--- src/emr_pkg.sv ---
// constants, register map and field layout of the interrupt, management and filter register block
package emr_pkg;
  // ----------------------------------------------------------------
  // register byte offsets
  // ----------------------------------------------------------------
  localparam int ADDR_W = 8;
  localparam logic [7:0] OFS_STATUS = 8'h24;
  localparam logic [7:0] OFS_IRQ_ENABLE = 8'h28;
  localparam logic [7:0] OFS_IRQ_DISABLE = 8'h2C;
  localparam logic [7:0] OFS_IRQ_MASK = 8'h30;
  localparam logic [7:0] OFS_PHY_MAINT = 8'h34;
  localparam logic [7:0] OFS_PAUSE_TIME = 8'h38;
  localparam logic [7:0] OFS_HASH_LOW = 8'h90;
  localparam logic [7:0] OFS_HASH_HIGH = 8'h94;
  localparam logic [7:0] OFS_MATCH1_LOW = 8'h98;
  localparam logic [7:0] OFS_MATCH1_HIGH = 8'h9C;
  localparam logic [7:0] OFS_MATCH2_LOW = 8'hA0;
  localparam logic [7:0] OFS_MATCH2_HIGH = 8'hA4;

  // ----------------------------------------------------------------
  // interrupt source layout, shared by status, enable, disable, mask
  // ----------------------------------------------------------------
  localparam int IRQ_W = 14;
  localparam int BIT_MANAGEMENT_DONE = 0;
  localparam int BIT_RECEIVE_COMPLETE = 1;
  localparam int BIT_RECEIVE_USED_BIT_SEEN = 2;
  localparam int BIT_TRANSMIT_USED_BIT_SEEN = 3;
  localparam int BIT_TRANSMIT_UNDERRUN = 4;
  localparam int BIT_RETRY_LIMIT_HIT = 5;
  localparam int BIT_TRANSMIT_ERROR = 6;
  localparam int BIT_TRANSMIT_COMPLETE = 7;
  localparam int BIT_RECEIVE_OVERRUN = 10;
  localparam int BIT_BUS_ERROR = 11;
  localparam int BIT_PAUSE_RECEIVED = 12;
  localparam int BIT_PAUSE_ZERO = 13;
  localparam logic [IRQ_W-1:0] IRQ_VALID = 14'h3CFF;
  localparam logic [IRQ_W-1:0] MASK_RESET = 14'h3CFF;
  localparam logic [31:0] REG_RESET = 32'h0000_0000;

  // ----------------------------------------------------------------
  // phy maintenance fields
  // ----------------------------------------------------------------
  localparam int MAINT_SOF_LSB = 30;
  localparam int MAINT_OP_LSB = 28;
  localparam int MAINT_DATA_W = 16;
  localparam logic [1:0] SOF_VALID = 2'h1;
  localparam logic [1:0] OP_READ = 2'h2;
  localparam logic [1:0] OP_WRITE = 2'h1;

  // ----------------------------------------------------------------
  // timing
  // ----------------------------------------------------------------
  localparam int CLK_PERIOD_NS = 8;
  localparam int BIT_TIME_NS = 10;
  localparam int PAUSE_QUANTUM_BITS = 512;
  localparam int PAUSE_TICK_CYCLES = (PAUSE_QUANTUM_BITS * BIT_TIME_NS + CLK_PERIOD_NS - 1) / CLK_PERIOD_NS;
  localparam int MDC_HALF_PERIOD_NS = 200;
  localparam int MDC_HALF_CYCLES = (MDC_HALF_PERIOD_NS + CLK_PERIOD_NS - 1) / CLK_PERIOD_NS;
  localparam int PREAMBLE_BITS = 32;
  localparam int FRAME_BITS = 64;
  localparam int TURNAROUND_BIT = 46;
  localparam int READ_DATA_BIT = 48;

  typedef enum logic {MDIO_IDLE, MDIO_RUN} emr_mdio_state_type;
endpackage

--- src/emr_mdio_shifter.sv ---
// serial management frame engine: preamble, frame bits out, read data in
`timescale 1ns/10ps
`default_nettype none
module emr_mdio_shifter #(
  parameter int HALF_CYCLES = emr_pkg::MDC_HALF_CYCLES
) (
  input wire logic hclk,
  input wire logic hresetn,
  input wire logic start,
  input wire logic [31:0] frame,
  input wire logic is_read,
  input wire logic mdio_in,
  output logic mdc,
  output logic mdio_out,
  output logic mdio_oe,
  output logic done,
  output logic [15:0] read_data
);
  import emr_pkg::*;

  typedef struct packed {
    emr_mdio_state_type state;
    logic [7:0] div;
    logic mdc;
    logic [5:0] bitcnt;
    logic [31:0] shreg;
    logic mdio_o;
    logic oe;
    logic rd;
    logic [15:0] rdata;
    logic done;
  } emr_shift_type;

  emr_shift_type s_q;
  emr_shift_type s_d;
  logic [5:0] idx;

  always_comb begin
    s_d = s_q;
    s_d.done = 1'b0;
    idx = s_q.bitcnt + 6'd1;
    case (s_q.state)
      MDIO_IDLE: begin
        s_d.mdc = 1'b0;
        s_d.oe = 1'b0;
        if (start) begin // RULE18
          s_d.state = MDIO_RUN;
          s_d.shreg = frame; // RULE8 RULE10
          s_d.rd = is_read;
          s_d.bitcnt = 6'd0;
          s_d.div = 8'h00;
          s_d.oe = 1'b1;
          s_d.mdio_o = 1'b1;
        end
      end
      MDIO_RUN: begin
        if (s_q.div == 8'(HALF_CYCLES - 1)) begin
          s_d.div = 8'h00;
          s_d.mdc = ~s_q.mdc;
          if (!s_q.mdc) begin
            // the phy drives read data after the falling edge, so sample at the rising edge here
            if (s_q.rd && s_q.bitcnt >= 6'(READ_DATA_BIT)) begin
              s_d.rdata = {s_q.rdata[14:0], mdio_in}; // RULE18
            end
          end else if (s_q.bitcnt == 6'(FRAME_BITS - 1)) begin
            s_d.state = MDIO_IDLE;
            s_d.oe = 1'b0;
            s_d.done = 1'b1;
          end else begin
            s_d.bitcnt = idx;
            if (idx >= 6'(PREAMBLE_BITS)) begin
              s_d.mdio_o = s_q.shreg[31];
              s_d.shreg = {s_q.shreg[30:0], 1'b0};
            end
            // release the line from the turnaround on for reads
            s_d.oe = !(s_q.rd && idx >= 6'(TURNAROUND_BIT));
          end
        end else begin
          s_d.div = s_q.div + 8'h01;
        end
      end
      default: begin
        s_d.state = MDIO_IDLE;
      end
    endcase
  end

  always_ff @(posedge hclk or negedge hresetn) begin
    if (!hresetn) begin
      s_q <= '0;
    end else begin
      s_q <= s_d;
    end
  end

  assign mdc = s_q.mdc;
  assign mdio_out = s_q.mdio_o;
  assign mdio_oe = s_q.oe;
  assign done = s_q.done;
  assign read_data = s_q.rdata;
endmodule
`default_nettype wire

--- src/emr_top.sv ---
// interrupt control, phy maintenance, pause countdown and address filter registers on ahb-lite
// Operation
// RULE1: disable write of one masks that source
// RULE2: mask register shows which sources are masked
// RULE3: enable write of one unmasks that source
// RULE4: enable, disable, mask share one bit layout
// RULE5: software puts start pattern 01 on top
// RULE6: operation 10 reads, 01 writes, else invalid
// RULE7: turnaround field written 10, read back unchanged
// RULE8: phy write sends the data field
// RULE9: phy read result loads the data field
// RULE10: phy and register address select target
// RULE11: pause count decrements every 512 bit times
// RULE12: low hash register gives filter bits 31:0
// RULE13: high hash register gives bits 63:32
// RULE14: match low register holds address bits 31:0
// RULE15: match high register holds bits 47:32
// RULE16: management done flag set, cleared by read
// RULE17: pause zero flag set, cleared by read
// RULE18: maintenance write starts frame, read captures data
`timescale 1ns/10ps
`default_nettype none
module emr_top #(
  parameter int PAUSE_TICKS = emr_pkg::PAUSE_TICK_CYCLES,
  parameter int MDC_HALF = emr_pkg::MDC_HALF_CYCLES
) (
  input wire logic hclk,
  input wire logic hresetn,
  input wire logic hsel,
  input wire logic [31:0] haddr,
  input wire logic [1:0] htrans,
  input wire logic hwrite,
  input wire logic [2:0] hsize,
  input wire logic [31:0] hwdata,
  input wire logic hready,
  output logic hreadyout,
  output logic hresp,
  output logic [31:0] hrdata,
  output logic irq,
  input wire logic [emr_pkg::IRQ_W-1:0] event_pulse,
  input wire logic pause_frame_valid,
  input wire logic [15:0] pause_frame_quantum,
  output logic mdc,
  input wire logic mdio_in,
  output logic mdio_out,
  output logic mdio_oe,
  output logic [63:0] hash_filter,
  output logic [47:0] match_addr1,
  output logic [47:0] match_addr2,
  output logic pause_active
);
  import emr_pkg::*;

  // ----------------------------------------------------------------
  // state
  // ----------------------------------------------------------------
  typedef struct packed {
    logic ready;
    logic [31:0] rdata;
    logic irq;
    logic wr_pend;
    logic rd_pend;
    logic [ADDR_W-1:0] addr;
    logic [IRQ_W-1:0] status;
    logic [IRQ_W-1:0] mask;
    logic [31:0] maint;
    logic mbusy;
    logic mstart;
    logic [15:0] pause;
    logic [15:0] tick;
    logic pause_on;
    logic [63:0] hash;
    logic [47:0] match1;
    logic [47:0] match2;
  } emr_regs_type;

  emr_regs_type r_q;
  emr_regs_type r_d;

  logic accept;
  logic m_done;
  logic [15:0] m_rdata;
  logic [IRQ_W-1:0] ev;
  logic [IRQ_W-1:0] clr;
  logic [1:0] w_sof;
  logic [1:0] w_op;

  // ----------------------------------------------------------------
  // read data selection
  // ----------------------------------------------------------------
  function automatic logic [31:0] read_mux(input logic [ADDR_W-1:0] a, input emr_regs_type r);
    logic [31:0] v;
    v = REG_RESET;
    case (a)
      OFS_STATUS: v = {18'h00000, r.status};
      OFS_IRQ_MASK: v = {18'h00000, r.mask}; // RULE2
      OFS_PHY_MAINT: v = r.maint; // RULE7 RULE9
      OFS_PAUSE_TIME: v = {16'h0000, r.pause};
      OFS_HASH_LOW: v = r.hash[31:0];
      OFS_HASH_HIGH: v = r.hash[63:32];
      OFS_MATCH1_LOW: v = r.match1[31:0];
      OFS_MATCH1_HIGH: v = {16'h0000, r.match1[47:32]};
      OFS_MATCH2_LOW: v = r.match2[31:0];
      OFS_MATCH2_HIGH: v = {16'h0000, r.match2[47:32]};
      default: v = REG_RESET;
    endcase
    return v;
  endfunction

  // ----------------------------------------------------------------
  // next state
  // ----------------------------------------------------------------
  always_comb begin
    r_d = r_q;
    r_d.mstart = 1'b0;
    accept = hsel && htrans[1] && hready;
    ev = event_pulse & IRQ_VALID;
    clr = '0;
    w_sof = hwdata[MAINT_SOF_LSB +: 2];
    w_op = hwdata[MAINT_OP_LSB +: 2];

    // address phase; every read takes one wait state so that the
    // previous write's data phase has landed before the mux samples
    r_d.wr_pend = accept && hwrite;
    r_d.rd_pend = accept && !hwrite;
    r_d.ready = !(accept && !hwrite);
    if (accept) begin
      r_d.addr = haddr[ADDR_W-1:0];
    end

    // management frame completion
    if (m_done) begin
      r_d.mbusy = 1'b0;
      ev[BIT_MANAGEMENT_DONE] = 1'b1; // RULE16
      if (r_q.maint[MAINT_OP_LSB +: 2] == OP_READ) begin
        r_d.maint[MAINT_DATA_W-1:0] = m_rdata; // RULE9
      end
    end

    // pause countdown, one step per 512 bit times
    if (r_q.pause != 16'h0000) begin
      if (r_q.tick == 16'(PAUSE_TICKS - 1)) begin
        r_d.tick = 16'h0000;
        r_d.pause = r_q.pause - 16'h0001; // RULE11
        if (r_q.pause == 16'h0001) begin
          ev[BIT_PAUSE_ZERO] = 1'b1; // RULE17
        end
      end else begin
        r_d.tick = r_q.tick + 16'h0001;
      end
    end
    if (pause_frame_valid) begin
      r_d.pause = pause_frame_quantum;
      r_d.tick = 16'h0000;
      ev[BIT_PAUSE_RECEIVED] = 1'b1;
    end

    // data phase of a write
    if (r_q.wr_pend) begin
      case (r_q.addr)
        OFS_IRQ_ENABLE: r_d.mask = r_q.mask & ~(hwdata[IRQ_W-1:0] & IRQ_VALID); // RULE3 RULE4
        OFS_IRQ_DISABLE: r_d.mask = r_q.mask | (hwdata[IRQ_W-1:0] & IRQ_VALID); // RULE1 RULE4
        OFS_PHY_MAINT: begin
          // a write while a frame is on the wire is dropped to keep the frame intact
          if (!r_q.mbusy) begin
            r_d.maint = hwdata; // RULE7 RULE10
            if (w_sof == SOF_VALID && (w_op == OP_READ || w_op == OP_WRITE)) begin // RULE5 RULE6
              r_d.mstart = 1'b1; // RULE18
              r_d.mbusy = 1'b1;
            end else begin
              // invalid frame: nothing goes out, but software still sees completion
              ev[BIT_MANAGEMENT_DONE] = 1'b1; // RULE6
            end
          end
        end
        OFS_PAUSE_TIME: begin
          r_d.pause = hwdata[15:0];
          r_d.tick = 16'h0000;
        end
        OFS_HASH_LOW: r_d.hash[31:0] = hwdata; // RULE12
        OFS_HASH_HIGH: r_d.hash[63:32] = hwdata; // RULE13
        OFS_MATCH1_LOW: r_d.match1[31:0] = hwdata; // RULE14
        OFS_MATCH1_HIGH: r_d.match1[47:32] = hwdata[15:0]; // RULE15
        OFS_MATCH2_LOW: r_d.match2[31:0] = hwdata; // RULE14
        OFS_MATCH2_HIGH: r_d.match2[47:32] = hwdata[15:0]; // RULE15
        // unmapped and read-only offsets: the write is dropped, and a
        // management result landing in this same cycle must not be lost
        default: begin
        end
      endcase
    end

    // data phase of a read: capture, and clear status on its read
    if (r_q.rd_pend) begin
      r_d.rdata = read_mux(r_q.addr, r_q);
      if (r_q.addr == OFS_STATUS) begin
        clr = IRQ_VALID; // RULE16 RULE17
      end
    end

    // an event in the clearing cycle survives the clear
    r_d.status = ((r_q.status & ~clr) | ev) & IRQ_VALID;
    r_d.irq = |(r_d.status & ~r_d.mask);
    r_d.pause_on = r_d.pause != 16'h0000;
  end

  always_ff @(posedge hclk or negedge hresetn) begin
    if (!hresetn) begin
      r_q <= '0;
      r_q.ready <= 1'b1;
      r_q.mask <= MASK_RESET;
    end else begin
      r_q <= r_d;
    end
  end

  // ----------------------------------------------------------------
  // management link
  // ----------------------------------------------------------------
  emr_mdio_shifter #(
    .HALF_CYCLES(MDC_HALF)
  ) u_mdio (
    .hclk(hclk),
    .hresetn(hresetn),
    .start(r_q.mstart),
    .frame(r_q.maint),
    .is_read(r_q.maint[MAINT_OP_LSB +: 2] == OP_READ),
    .mdio_in(mdio_in),
    .mdc(mdc),
    .mdio_out(mdio_out),
    .mdio_oe(mdio_oe),
    .done(m_done),
    .read_data(m_rdata)
  );

  assign hreadyout = r_q.ready;
  assign hresp = 1'b0;
  assign hrdata = r_q.rdata;
  assign irq = r_q.irq;
  assign hash_filter = r_q.hash;
  assign match_addr1 = r_q.match1;
  assign match_addr2 = r_q.match2;
  assign pause_active = r_q.pause_on;
endmodule
`default_nettype wire

--- config.mk ---
export PLATFORM = sky130hd
export DESIGN_NAME = emr_top
export DESIGN_NICKNAME = d
export VERILOG_FILES = /design/src/emr_pkg.sv /design/src/emr_mdio_shifter.sv /design/src/emr_top.sv
export SDC_FILE = /design/constraint.sdc
export NUM_CORES = 1
export LEC_CHECK = 0
export BUFFER_PORTS_ARGS = -buffer_cell sky130_fd_sc_hd__buf_2
export CORE_MARGIN = 3
export CORE_UTILIZATION = 35
export CTS_CLUSTER_SIZE = 30
export DETAILED_ROUTE_END_ITERATION = 8
export SLEW_MARGIN = 20
export SYNTH_ARGS = -nofsm -noshare
export SYNTH_HDL_FRONTEND = slang
export SYNTH_SLANG_ARGS = --single-unit
export TNS_END_PERCENT = 50
--- constraint.sdc ---
create_clock -name hclk -period 3.05 [get_ports hclk]
set_clock_uncertainty 0.05 [all_clocks]
set_input_delay 0.305 -clock hclk [delete_from_list [all_inputs] [get_ports hclk]]
set_output_delay 0.305 -clock hclk [all_outputs]
set_load 0.02 [all_outputs]
==> metrics list, run 1 <==
* Worst Reg2Reg Path Length in Cells: 10
* Terminus of the critical flop-to-flop path: irq$_DFF_PN0_
- Setup Viol. Count Final: 0
* First DRT Iteration DRCs: around 1000
* Clock input transition at the sequential cells of the worst setup and hold paths: 0.06 ns
* Worst max-slew margin expressed relative to the limit: 58.3%
* Most used cells in the layout excluding fill and tap cells: sky130_fd_sc_hd__dfrtp_1, sky130_fd_sc_hd__buf_2, sky130_fd_sc_hd__mux2_2
- Once detail routing completed, the nets flagged for antenna violations numbered 0.
- TritonCTS Buffers: between 40 and 50
- The cell count after synthesis came out at 1608.
- Post-synth design cell area: 0.0179 mm2
- The number of antenna violations at the first check in global routing is 2.
* Cell type with the largest total area after synthesis: sky130_fd_sc_hd__dfrtp_1
- IO Count: between 300 and 400
* Power density over cell area: about 550 mW/mm2
* Area post-placement: roughly 0.019 mm2
- The floorplan step set the die width to between 200 and 250 um.
* Initial core utilization: 35.6%
- Top-area cell type share of the netlist area: between 40% and 50%
- Dominant register cell in the synthesized netlist: sky130_fd_sc_hd__dfrtp_1
- Minimum setup slack after placement: 0.238 ns
- The worst hold path begins at hwdata[17].
- Across the VDD grid, the largest voltage drop is ~0.4 mV.
- Kind of capture point of the worst setup path: flop
- Wire length of the first global-routing pass: roughly 81000 um
- Max-slew violation total from the final report: 0
- In this run the number of H-tree levels came out at 2.
- Input and output buffers added on the ports amount to approximately 270.
- The die covers roughly 0.054 mm2.
* Ratio of cells with drive above 1 in the final layout: a little under two fifths
* Row Count: just over 80
- Leftover overflow at the end of global routing: 0
- After detailed routing, the number of vias per cell comes to approximately 5.3.
- Setup slack on the critical path of the routed design comes to 0.138 ns.
* Type of the worst setup path: reg2reg
* Final total power: around 0.011 W
* CTS sink count: between 300 and 400
* Antenna cells: 0
- Yosys attributes the largest share of cell area to sky130_fd_sc_hd__dfrtp_1, sky130_fd_sc_hd__mux2_2, sky130_fd_sc_hd__buf_4, sky130_fd_sc_hd__a22oi_1, sky130_fd_sc_hd__nand2_1.
- Most common library cell in the layout ignoring fill and taps: sky130_fd_sc_hd__dfrtp_1
* Per-cell routed wire length: 22.2 um
- Number of detailed-routing iterations run before antenna repair: 6
* Post-layout min period: between 2 and 3 ns
* Largest net degree at the start of global routing: 93
- Worst Path Max Fanout: 10
- In this run the critical register-to-register path is launched from r_q[177]$_DFF_PN0_.
* Number of vias after detailed routing: 12891
- Sequential share of the synthesized area: about half
- Number of distinct library cells after synthesis: a little over 70
- Measured along the y axis, the die boundary spans between 200 and 250 um.
* TritonCTS clock tree: done
- Total nets after synthesis: around 1700
* Maximum frequency from static timing analysis: about 340 MHz
- Data on the critical path is required at its endpoint by 3.42 ns.
* Count of flip-flops with a built-in enable after synthesis: 0
- The finished cells cover 0.0205 mm2.
- Post-cts repair resize count: 0
- In the synthesized netlist the async set-or-reset flop fraction comes to 100%.
- Routability congestion estimate: 0.898
- The worst hold path passes through 2 cells.
* Yosys warning count: 0
- Once layout is complete, the utilization of the core stands at 40.7%.
- Reg-to-reg setup timing slack: 0.14 ns
- Worst Hold Class: in2reg
* HPWL Detailed: roughly 38000 um
- Setup repair after global routing left no endpoint under its margin.
* Static leakage: ~9 nW
- Signed area change from the synthesized netlist to the final layout: 14.3%
- The number of failing hold endpoints at the final stage came to 0.
- At the pin with the least slew margin, the transition time is 0.626 ns.
- Mean instance size in the synthesized netlist: between 10 and 15 um2
- STA classifies the critical path startpoint as a flop.
* Routed wire length: about 54000 um
- Register bit count reported by yosys: roughly 360
* Maxcap violations: 0
- The final critical path takes up 95.5% of the cycle.
- After the last flow step, the layout net total stands at ~1800.
- At the worst endpoint, the arrival time is roughly 3.3 ns.
- Core box area: ~0.050 mm2
* Clock tree buffer depth: 3
- Buffer cell driving the clock tree root: sky130_fd_sc_hd__clkbuf_16
* Via count of the first global-routing pass: around 13000
- Tot GR Track Use: about a fifth
- Run status: finished, final reports clean
- The most critical setup path has its startpoint at r_q[177]$_DFF_PN0_.
* DRC errors left: 0
- In the final timing run, aggregate negative setup slack is 0 ns.
* Worst-case hold path end point: r_q[212]$_DFFE_PN0P_
* Clock insertion delay at the later pin of the skew report: between 0.5 and 0.6 ns
[report_power, final]
group	internal [W]	leakage, nW	switching [W]
registers	0.00502	4.44	0.000213
clock network	0.00297	0.677	0.00205
logic	0.000425	4.02	0.000659
total	0.00841	9.14	0.00292
[flip-flops by register name, indices dropped and copies added (netlist names), 16 cells and up]
name and cells:
hrdata 32, r_q 100, match_addr2 48, hash_filter 64, u_mdio.read_data 16, match_addr1 48, u_mdio.s_q 48
[cell type report]
cell class                 count  area [um2]
tap                          672         841
multi-input combinational    885        6800
clock inverter                12        97.6
timing repair buffer         357        2140
clock buffer                  64        1270
fill                        4904       29900
inverter                      67         251
sequential                   363        9100
[per-stage QoR]
step                      hold slack, ns  std cells
after floorplan                  -0.0406       1608
after global placement             0.167       2310
after detailed placement           0.165       2310
after CTS                        0.00347       2420
after global routing              0.0171       2420
final                             0.0145       2420
[synth_stat cells (3+ instances only)]
master and n:
sky130_fd_sc_hd__a222oi_1 32, sky130_fd_sc_hd__o21ai_0 65, sky130_fd_sc_hd__a22oi_1 61, sky130_fd_sc_hd__o211ai_1 5
sky130_fd_sc_hd__nand2_1 95, sky130_fd_sc_hd__buf_4 193, sky130_fd_sc_hd__ha_1 8, sky130_fd_sc_hd__nor4bb_1 3
sky130_fd_sc_hd__buf_2 7, sky130_fd_sc_hd__and4b_1 3, sky130_fd_sc_hd__nor3_1 16, sky130_fd_sc_hd__a22o_1 12
sky130_fd_sc_hd__and2_1 5, sky130_fd_sc_hd__buf_1 18, sky130_fd_sc_hd__or3_1 4, sky130_fd_sc_hd__nand4_1 8
sky130_fd_sc_hd__a21o_1 8, sky130_fd_sc_hd__inv_1 67, sky130_fd_sc_hd__a21oi_1 31, sky130_fd_sc_hd__xor2_1 20
sky130_fd_sc_hd__clkbuf_1 73, sky130_fd_sc_hd__nor4b_1 3, sky130_fd_sc_hd__dfstp_2 13, sky130_fd_sc_hd__mux2_2 212
sky130_fd_sc_hd__nand2b_1 10, sky130_fd_sc_hd__nor4_1 7, sky130_fd_sc_hd__nand4b_1 3, sky130_fd_sc_hd__a221oi_1 28
sky130_fd_sc_hd__o31ai_1 3, sky130_fd_sc_hd__nand3b_1 6, sky130_fd_sc_hd__dfrtp_1 350, sky130_fd_sc_hd__nor2_1 64
sky130_fd_sc_hd__nor2b_1 10, sky130_fd_sc_hd__o22ai_1 35, sky130_fd_sc_hd__mux2i_1 25, sky130_fd_sc_hd__and3_1 12
sky130_fd_sc_hd__nand3_1 39, sky130_fd_sc_hd__xnor2_1 12
[worst max-delay path by stage]
stage	endpoint	slack [ns]	cells after the start
4_1_cts	irq$_DFF_PN0_	0.19	10
5_1_grt	irq$_DFF_PN0_	0.02	10
3_3_place_gp	irq$_DFF_PN0_	0.29	10
6_report	irq$_DFF_PN0_	0.14	10
3_5_place_dp	irq$_DFF_PN0_	0.24	10
2_1_floorplan	pause_active$_DFF_PN0_	0.64	10
[worst max-delay path: stages, from the launching register on]
cell	delay, ns
sky130_fd_sc_hd__dfrtp_1	0.42
sky130_fd_sc_hd__inv_1	0.14
sky130_fd_sc_hd__ha_1	0.17
sky130_fd_sc_hd__nor4b_1	0.27
sky130_fd_sc_hd__and4b_1	0.47
sky130_fd_sc_hd__nor2_1	0.12
sky130_fd_sc_hd__nor4bb_1	0.16
sky130_fd_sc_hd__a211o_1	0.29
sky130_fd_sc_hd__a2111oi_0	0.42
sky130_fd_sc_hd__buf_4	0.20
sky130_fd_sc_hd__nand3_1	0.08
[metal layers]
layer | GRT usage [%] | vias to the layer above | wire [um] | part of all wire [%]
li1 | - | 5786 | - | -
met1 | 26.7 | 6609 | 23300 | 43
met2 | 32.0 | 418 | 26100 | 48
met3 | 3.40 | 76 | 3120 | 5.8
met4 | 5.64 | 2 | 1250 | 2.3
met5 | 0 | - | 13 | 0.024
[what timing repair did]
action	CTS	global route
hold endpoints to repair	163	0
buffers inserted	0	0
hold buffers	34	0
[kinds of logic after synthesis]
family | count (synthesis) | share of synthesized area (%)
XOR/XNOR | 32 | 1.56
flip-flops | 363 | 50.7
adder cells (fa/ha/maj) | 9 | 0.614
buffers and inverters | 360 | 11.7
AO/OA/AOI/OAI | 293 | 11.5
multiplexers | 237 | 14.7
AND/OR/NAND/NOR | 313 | 9.20
other | 1 | 0.0209
Note: power is estimated with default switching activity, not from simulation.
==> run 2: changes to the inputs <==
--- a/config.mk
+++ b/config.mk
@@ -6,7 +6,7 @@
 export NUM_CORES = 1
 export LEC_CHECK = 0
 export BUFFER_PORTS_ARGS = -buffer_cell sky130_fd_sc_hd__buf_2
-export CORE_MARGIN = 3
+export CORE_MARGIN = 1
 export CORE_UTILIZATION = 35
 export CTS_CLUSTER_SIZE = 30
 export DETAILED_ROUTE_END_ITERATION = 8
==> run 2 against run 1 <==
Compared with the run above:
- clock-buffer cell count decreased by 9
- combinational power about the same
- design area increased by 0.46%
- die area decreased by 3.4%
- sequential cell count unchanged
- non-clock buffer count increased by 3
- power increased by 0.69%
- sequential power about the same
- register-to-register slack improved by 0.12 ns
- largest power group unchanged
==> metrics list, run 2 (same netlist as run 1, synthesis figures left out) <==
- Run status: finished, final reports clean (unchanged)
- Ratio of cells with drive above 1 in the final layout: 36.9% (was 36.8%)
* CTS H-tree lvls: 2 (unchanged)
- Via count of the first global-routing pass: 13108 (was 13070)
* Minimum setup slack after placement: 0.307 ns (was 0.238 ns)
- Met2 routed WL: 25000 um (was 26100 um)
- The routed length on met1 came to 22700 um (was 23300 um).
- Post-DR vias/cell: 5.31 (was 5.33)
* Worst max-slew margin expressed relative to the limit: 51.5% (was 58.3%)
- The first-pass GRT wire length was 80200 um (was 81400 um).
- Worst Hold Class: in2reg (unchanged)
* Row Count: 82 (unchanged)
* Clock tree buffer depth: 3 (unchanged)
- Leftover overflow at the end of global routing: 0 (unchanged)
- Final-stage net count: 1832 (was 1830)
- The routed via count is 12870 (was 12891).
* Power density over cell area: 554 mW/mm2 (was 553 mW/mm2)
* Per-cell routed wire length: 21.8 um (was 22.2 um)
* Worst-case hold path end point: hash_filter[61]$_DFFE_PN0P_ (was r_q[212]$_DFFE_PN0P_)
- Maximum frequency from static timing analysis: 358 MHz (was 343 MHz)
- The most common cell after layout, fill and taps aside is sky130_fd_sc_hd__dfrtp_1 (unchanged).
* Transition time at the pin with the least slew margin: 0.724 ns (was 0.626 ns)
* Flip-flop count of the largest register after layout: 100 (unchanged)
* Setup Viol. Count Final: 0 (unchanged)
* Cell area after layout: 0.0206 mm2 (was 0.0205 mm2)
- The final RePlAce weighted congestion is 0.884 (was 0.898).
* Reg-to-reg setup timing slack: 0.25 ns (was 0.14 ns)
- The cell at the root of the clock tree is sky130_fd_sc_hd__clkbuf_16 (unchanged).
- Clock insertion delay at the later pin of the skew report: 0.56 ns (about the same)
- Final worst hold slack: 0.0347 ns (was 0.0145 ns)
* Largest net degree at the start of global routing: 104 (was 93)
- Signed area change from the synthesized netlist to the final layout: 14.8% (was 14.3%)
* Seq pwr share: 45.8% (was 46.2%)
- HPWL Detailed: 36600 um (was 37500 um)
- The number of fill cells in the layout was 4763 (was 4904).
- The clock share of power came to 44.6% (was 44.2%).
- The core area came to 0.0504 mm2 (unchanged).
- Static leakage: 9.18 nW (was 9.14 nW)
- TritonCTS Buffers: 41 (was 42)
- The post-placement cell area came to 0.0188 mm2 (about the same).
- The kind of critical path is reg2reg (unchanged).
- The DRC violation total after the first TritonRoute iteration was 1060 (was 1042).
- Worst Reg2Reg Path Length in Cells: 10 (unchanged)
- The kind of capture point of the worst setup path is a flop (unchanged).
- The post-layout instance count excluding filler cells was 2424 (was 2420).
* IO Count: 305 (unchanged)
* Antenna Violating Nets Remaining: 0 (unchanged)
* CTS sink count: 363 (unchanged)
- Most used cells in the layout excluding fill and tap cells: sky130_fd_sc_hd__dfrtp_1, sky130_fd_sc_hd__buf_2, sky130_fd_sc_hd__mux2_2 (unchanged)
- Routed wire length: 52900 um (was 53800 um)
* Number of hold violations in the final report: 0 (unchanged)
- The total area of sequential cells is 0.00910 mm2 (unchanged).
- Met3 layer wire length in the routed design: 3540 um (was 3120 um)
* Part of the power in combinational logic: 9.6% (about the same)
* Terminus of the critical flop-to-flop path: pause_active$_DFF_PN0_ (was irq$_DFF_PN0_)
- Largest Register: r_q (unchanged)
* Switching part of the total: 25.5% (was 25.8%)
- Post-cts repair resize count: 0 (unchanged)
* IO buf count: 273 (unchanged)
- Internal power contribution: 0.00850 W (was 0.00841 W)
- The number of antenna violations at the first check in global routing is 1 (was 2).
- The worst-case setup margin in the final layout was 0.254 ns (was 0.138 ns).
- Data arrival time of the worst path: 3.15 ns (was 3.28 ns)
- The number of placed instances, taps included came to 2309 (was 2310).
- The full die area is 0.0522 mm2 (was 0.0540 mm2).
- DRC errors left: 0 (unchanged)
- The footprint of the multi-input gates is 0.00678 mm2 (was 0.00680 mm2).
- Number of detailed-routing iterations run before antenna repair: 6 (unchanged)
- The die width came to 228 um (was 232 um).
* Reg-to-Reg Start: r_q[177]$_DFF_PN0_ (unchanged)
- The top routing layer in use is met4 (was met5).
- The final number of max-transition violations is 0 (unchanged).
- Maxcap violations: 0 (unchanged)
- Final Cycle Share: 91.7% (was 95.5%)
- RSZ-0062 raised after global routing: false (unchanged)
- The all-layer global routing usage is 20.0% (was 19.6%).
- Worst Path Max Fanout: 10 (unchanged)
- The element type at the critical path start is a flop (unchanged).
- Floorplan die height: 228 um (was 232 um)
- TritonCTS clock tree: done (unchanged)
- The final critical-path required period is 2.80 ns (was 2.91 ns).
* Sw Pwr: 0.00291 W (was 0.00292 W)
- The post-route setup TNS was 0 ns (unchanged).
- The worst voltage drop across the vdd grid came to 0.337 mV (was 0.398 mV).
- The launch point of the worst hold path is hwdata[29] (was hwdata[17]).
- Hold-critical path depth: 2 (unchanged)
- The starting utilization of the core area came to 35.6% (unchanged).
- The clock-pin slew reported for the worst setup and hold paths after clock tree synthesis came to 0.06 ns (about the same).
* Critical Path RT: 3.40 ns (was 3.42 ns)
## run 2: changes by cell type in the layout (fill, tap and decap cells not counted), sizes merged
cell / previous run / this run
clkbuf: 64 / 55
buf: 323 / 322
dlygate4sd3: 34 / 38
clkinv: 8 / 10
bufinv: 1 / 4
diode: 0 / 2
clkinvlp: 2 / 5
## run 2: worst max-delay path by stage
| stage | start | endpoint |
|---|---|---|
| 2_1_floorplan | r_q[177]$_DFF_PN0_ | pause_active$_DFF_PN0_ |
| 3_3_place_gp | r_q[177]$_DFF_PN0_ | irq$_DFF_PN0_ |
| 3_5_place_dp | r_q[177]$_DFF_PN0_ | irq$_DFF_PN0_ |
| 4_1_cts | r_q[177]$_DFF_PN0_ | pause_active$_DFF_PN0_ |
| 5_1_grt | r_q[177]$_DFF_PN0_ | irq$_DFF_PN0_ |
| 6_report | r_q[177]$_DFF_PN0_ | pause_active$_DFF_PN0_ |
## run 2: power groups by stage
stage,clock network [W],registers (W),logic [W]
floorplan,0,0.00524,0.000753
global placement,0,0.00530,0.00105
detailed placement,0,0.00531,0.00106
CTS,0.00520,0.00522,0.00110
global route,0.00539,0.00526,0.00118
finish,0.00510,0.00523,0.00109
## run 2: what timing repair did
action	CTS	global route
buffers inserted	0	0
hold buffers	38	0
hold endpoints to repair	140	0
## run 2: cell type report
cell class	instances	share of cell area, %
sequential	363	44.2
multi-input combinational	885	32.9
timing repair buffer	360	10.7
clock buffer	55	5.67
tap	672	4.08
inverter	67	1.22
clock inverter	20	1.16
antenna	2	0.0243
## run 2: metal layers
metal	GRT usage, %	up-vias
li1	-	5800
met1	26.6	6529
met2	32.2	447
met3	4.35	94
met4	6.75	0
met5	0	-
## run 2: through the flow
| stage | power [W] | utilization, % |
|---|---|---|
| 6_report | 0.0114 | 40.9 |
| 5_1_grt | 0.0118 | 40.9 |
| 4_1_cts | 0.0115 | 40.9 |
| 3_5_place_dp | 0.00637 | 37.3 |
| 3_3_place_gp | 0.00634 | 37.3 |
| 2_1_floorplan | 0.00599 | - |
## run 2: worst max-delay path, stage by stage, from the launching register on
cell and delay, ns:
sky130_fd_sc_hd__dfrtp_1 0.41, sky130_fd_sc_hd__inv_1 0.11, sky130_fd_sc_hd__ha_1 0.20, sky130_fd_sc_hd__nor4b_1 0.13, sky130_fd_sc_hd__and4b_1 0.32, sky130_fd_sc_hd__nand4b_4 0.25
sky130_fd_sc_hd__or2_1 0.24, sky130_fd_sc_hd__or4b_4 0.52, sky130_fd_sc_hd__xor2_1 0.16, sky130_fd_sc_hd__a21o_1 0.16, sky130_fd_sc_hd__nand4_1 0.11
==> run 3: changes to the inputs <==
--- a/config.mk
+++ b/config.mk
@@ -10,6 +10,7 @@
 export CORE_UTILIZATION = 35
 export CTS_CLUSTER_SIZE = 30
 export DETAILED_ROUTE_END_ITERATION = 8
+export PLACE_DENSITY_LB_ADDON = 0.2
 export SLEW_MARGIN = 20
 export SYNTH_ARGS = -nofsm -noshare
 export SYNTH_HDL_FRONTEND = slang
==> run 3 against run 2 <==
Compared with the run above:
- largest cell class unchanged
- clock-buffer cell count increased by 9
- critical path type unchanged
- critical endpoint unchanged
- core utilization rose by 0.25 points
- register-to-register slack about the same
- largest power group is now the clock network
==> metrics list, run 3 (same netlist as run 1, synthesis figures left out) <==
- Flip-flop count of the largest register after layout: 100 (unchanged)
- The post-detailed-route count of antenna-violating nets was 0 (unchanged).
- The number of cells on the worst reg-to-reg path came to 8 (was 10).
- Setup TNS: 0 ns (unchanged)
* Initial core utilization: 35.6% (unchanged)
- The most flop-heavy register is r_q (unchanged).
- The cell at the root of the clock tree was sky130_fd_sc_hd__clkbuf_16 (unchanged).
- The number of endpoints failing setup at the final stage is 0 (unchanged).
- The cell type of the slowest stage on the worst timing path is sky130_fd_sc_hd__nor4b_2 (was sky130_fd_sc_hd__or4b_4).
- Area occupied by multi-input gates: 0.00681 mm2 (was 0.00678 mm2)
- The number of I/O port buffers was 273 (unchanged).
- Row Count: 82 (unchanged)
* Tot GR Track Use: 20.6% (was 20.0%)
* RSZ-0062 raised after global routing: false (unchanged)
- Run status: finished, final reports clean (unchanged)
- The gate family responsible for the most delay along the worst path is simple AND/OR/NAND/NOR gates (unchanged).
- The placed wire-length estimate was 37600 um (was 36600 um).
- The maximum fanout along the worst path was 7 (was 10).
* TritonCTS Buffers: 44 (was 41)
- Data arrival time of the worst path: 3.19 ns (was 3.15 ns)
- The boundary pin count came to 305 (unchanged).
* Worst Hold Class: in2reg (unchanged)
* TritonCTS clock tree: done (unchanged)
- The highest attainable clock frequency was 356 MHz (was 358 MHz).
- The slew at the pin with the worst max-slew slack was 0.935 ns (was 0.724 ns).
- Terminus of the critical flop-to-flop path: pause_active$_DFF_PN0_ (unchanged)
- Ordered list of cells on the worst path: nor4b_2 > and2_1 > nand2_1 > nand2_1 > o22ai_1 > nor3_1 > nor4bb_1 > nand4_1 (was inv_1 > ha_1 > nor4b_1 > and4b_1 > nand4b_4 > or2_1 > or4b_4 > xor2_1 > a21o_1 > nand4_1)
- The start point of the critical path was r_q[257]$_DFFE_PN0P_ (was r_q[177]$_DFF_PN0_).
* Cell occurring most often along the worst timing path: sky130_fd_sc_hd__nand2_1
- VDD IR max: 0.314 mV (was 0.337 mV)
* Via count of the first global-routing pass: 12768 (was 13108)
- DRC errors left: 0 (unchanged)
- The startpoint of the worst register-to-register path was r_q[257]$_DFFE_PN0P_ (was r_q[177]$_DFF_PN0_).
* Kind of capture point of the worst setup path: flop (unchanged)
* Maxcap violations: 0 (unchanged)
- DIE AREA: 0.0522 mm2 (unchanged)
* Post-layout worst setup margin: 0.241 ns (was 0.254 ns)
* Number of detailed-routing iterations run before antenna repair: 6 (unchanged)
- The element type at the critical path start was a flop (unchanged).
- Power density over cell area: 563 mW/mm2 (was 554 mW/mm2)
- Per-cell routed wire length: 22.2 um (was 21.8 um)
- Most used cells in the layout excluding fill and tap cells: sky130_fd_sc_hd__dfrtp_1, sky130_fd_sc_hd__buf_2, sky130_fd_sc_hd__mux2_2 (unchanged)
- Final-stage net count: 1839 (was 1832)
- The total wire length after detailed routing was 54000 um (was 52900 um).
- The core area is 0.0504 mm2 (unchanged).
- Routability congestion estimate: 0.836 (was 0.884)
- The reg-to-reg setup timing slack is 0.24 ns (was 0.25 ns).
- Post-layout min period: 2.81 ns (was 2.80 ns)
- Fill count: 4909 (was 4763)
- Sequential cell area in the final layout: 0.00910 mm2 (unchanged)
- The number of failing hold endpoints at the final stage is 0 (unchanged).
- Wire length of the first global-routing pass: 81900 um (was 80200 um)
- The relative slew slack came to 37.5% (was 51.5%).
- The level count of the clock H-tree came to 2 (unchanged).
- The leakage component of the power came to 9.24 nW (was 9.18 nW).
- Ratio of cells with drive above 1 in the final layout: 37.1% (was 36.9%)
* Final Cycle Share: 92.1% (was 91.7%)
- Clock tree buffer depth: 3 (unchanged)
- Antenna violations before repair: 3 (was 1)
- The setup fix buffers added after clock tree synthesis came to 0 (unchanged).
- The CTS sink count is 363 (unchanged).
- The setup slack after placement is -0.0718 ns (was 0.307 ns).
- Type of the worst setup path: reg2reg (unchanged)
- The latest clock arrival within the worst-skew pair was 0.57 ns (was 0.56 ns).
* Most common library cell in the layout ignoring fill and taps: sky130_fd_sc_hd__dfrtp_1 (unchanged)
* CP Capture Point: pause_active$_DFF_PN0_ (unchanged)
- The die width came to 228 um (unchanged).
* Largest net degree at the start of global routing: 100 (was 104)
- Buffers and inverters on the worst path: 0 (was 1)
- Signed area change from the synthesized netlist to the final layout: 15.5% (was 14.8%)
- Leftover overflow at the end of global routing: 0 (unchanged)
- First DRT Iteration DRCs: 1049 (was 1060)
- The depth of the critical timing path with buffers and inverters included is 8 (was 10).
- Post-DR vias/cell: 5.23 (was 5.31)
- The clock-pin slew reported for the worst setup and hold paths after clock tree synthesis was 0.05 ns (was 0.06 ns).
* Biggest cell delay along the critical path: 0.49 ns (was 0.52 ns)
* Critical Path RT: 3.43 ns (was 3.40 ns)
- The final number of max-transition violations is 0 (unchanged).
- Number of vias after detailed routing: 12718 (was 12870)
* Floorplan die height: 228 um (unchanged)
[run 3: cell type report]
| type | count | area share, % |
|---|---|---|
| multi-input cells | 885 | 32.9 |
| clock buffers | 64 | 6.30 |
| well taps | 672 | 4.06 |
| flip-flops and latches | 363 | 43.9 |
| clock inverters | 15 | 0.857 |
| inverters | 67 | 1.21 |
| repair buffers | 364 | 10.8 |
| diodes | 2 | 0.0241 |
[run 3: worst min path at each step]
stage	startpoint	end	slack, ns	cells after the start
after floorplan	hresetn	hash_filter[0]$_DFFE_PN0P_	-0.04	0
after global placement	hresetn	hash_filter[37]$_DFFE_PN0P_	0.28	1
after detailed placement	hresetn	hash_filter[37]$_DFFE_PN0P_	0.28	1
after CTS	hwdata[30]	r_q[225]$_DFFE_PN0P_	0.001	2
after global routing	hwdata[30]	r_q[225]$_DFFE_PN0P_	0.01	2
final	hwdata[13]	r_q[190]$_DFF_PN0_	0.02	3
[run 3: per-stage QoR]
step / cell area (um2) / total power (W) / std cells / hold WS [ns] / utilization (%)
global route: 20700 / 0.0121 / 2432 / 0.0115 / 41.1
finish: 20700 / 0.0117 / 2432 / 0.0233 / 41.1
global placement: 18800 / 0.00636 / 2311 / 0.284 / 37.4
detailed placement: 18800 / 0.00638 / 2311 / 0.281 / 37.4
floorplan: 17900 / 0.00599 / 1608 / -0.0406 / -
CTS: 20700 / 0.0118 / 2430 / 0.00131 / 41.1
[run 3: where the power goes]
| part | switching (W) | leakage, nW | internal (W) | total [W] |
|---|---|---|---|---|
| Clock | 0.00210 | 0.730 | 0.00323 | 0.00533 |
| Combinational | 0.000665 | 4.07 | 0.000431 | 0.00110 |
| Sequential | 0.000207 | 4.44 | 0.00502 | 0.00523 |
| Total | 0.00298 | 9.24 | 0.00868 | 0.0117 |
[run 3: worst min-delay path: cells and delay by family]
family	cells	cell delay [ns]
simple gates	2	0.13
buf+inv	1	0.18
[run 3: repair_timing]
item,4_1_cts,5_1_grt
setup endpoints to repair,1,1
pin swaps,0,0
gates resized for setup,1,2
endpoints found under the hold margin,141,0
hold buffers,40,0
[run 3: routing by layer]
layer / part of all wire, % / track usage [%] / routed length (um) / vias up
met5: 0 / 0 / 0 / -
met1: 45 / 28.1 / 24100 / 6512
met4: 2.7 / 6.04 / 1440 / 0
li1: - / - / - / 5800
met2: 48 / 33.1 / 25700 / 332
met3: 5.0 / 3.88 / 2710 / 74
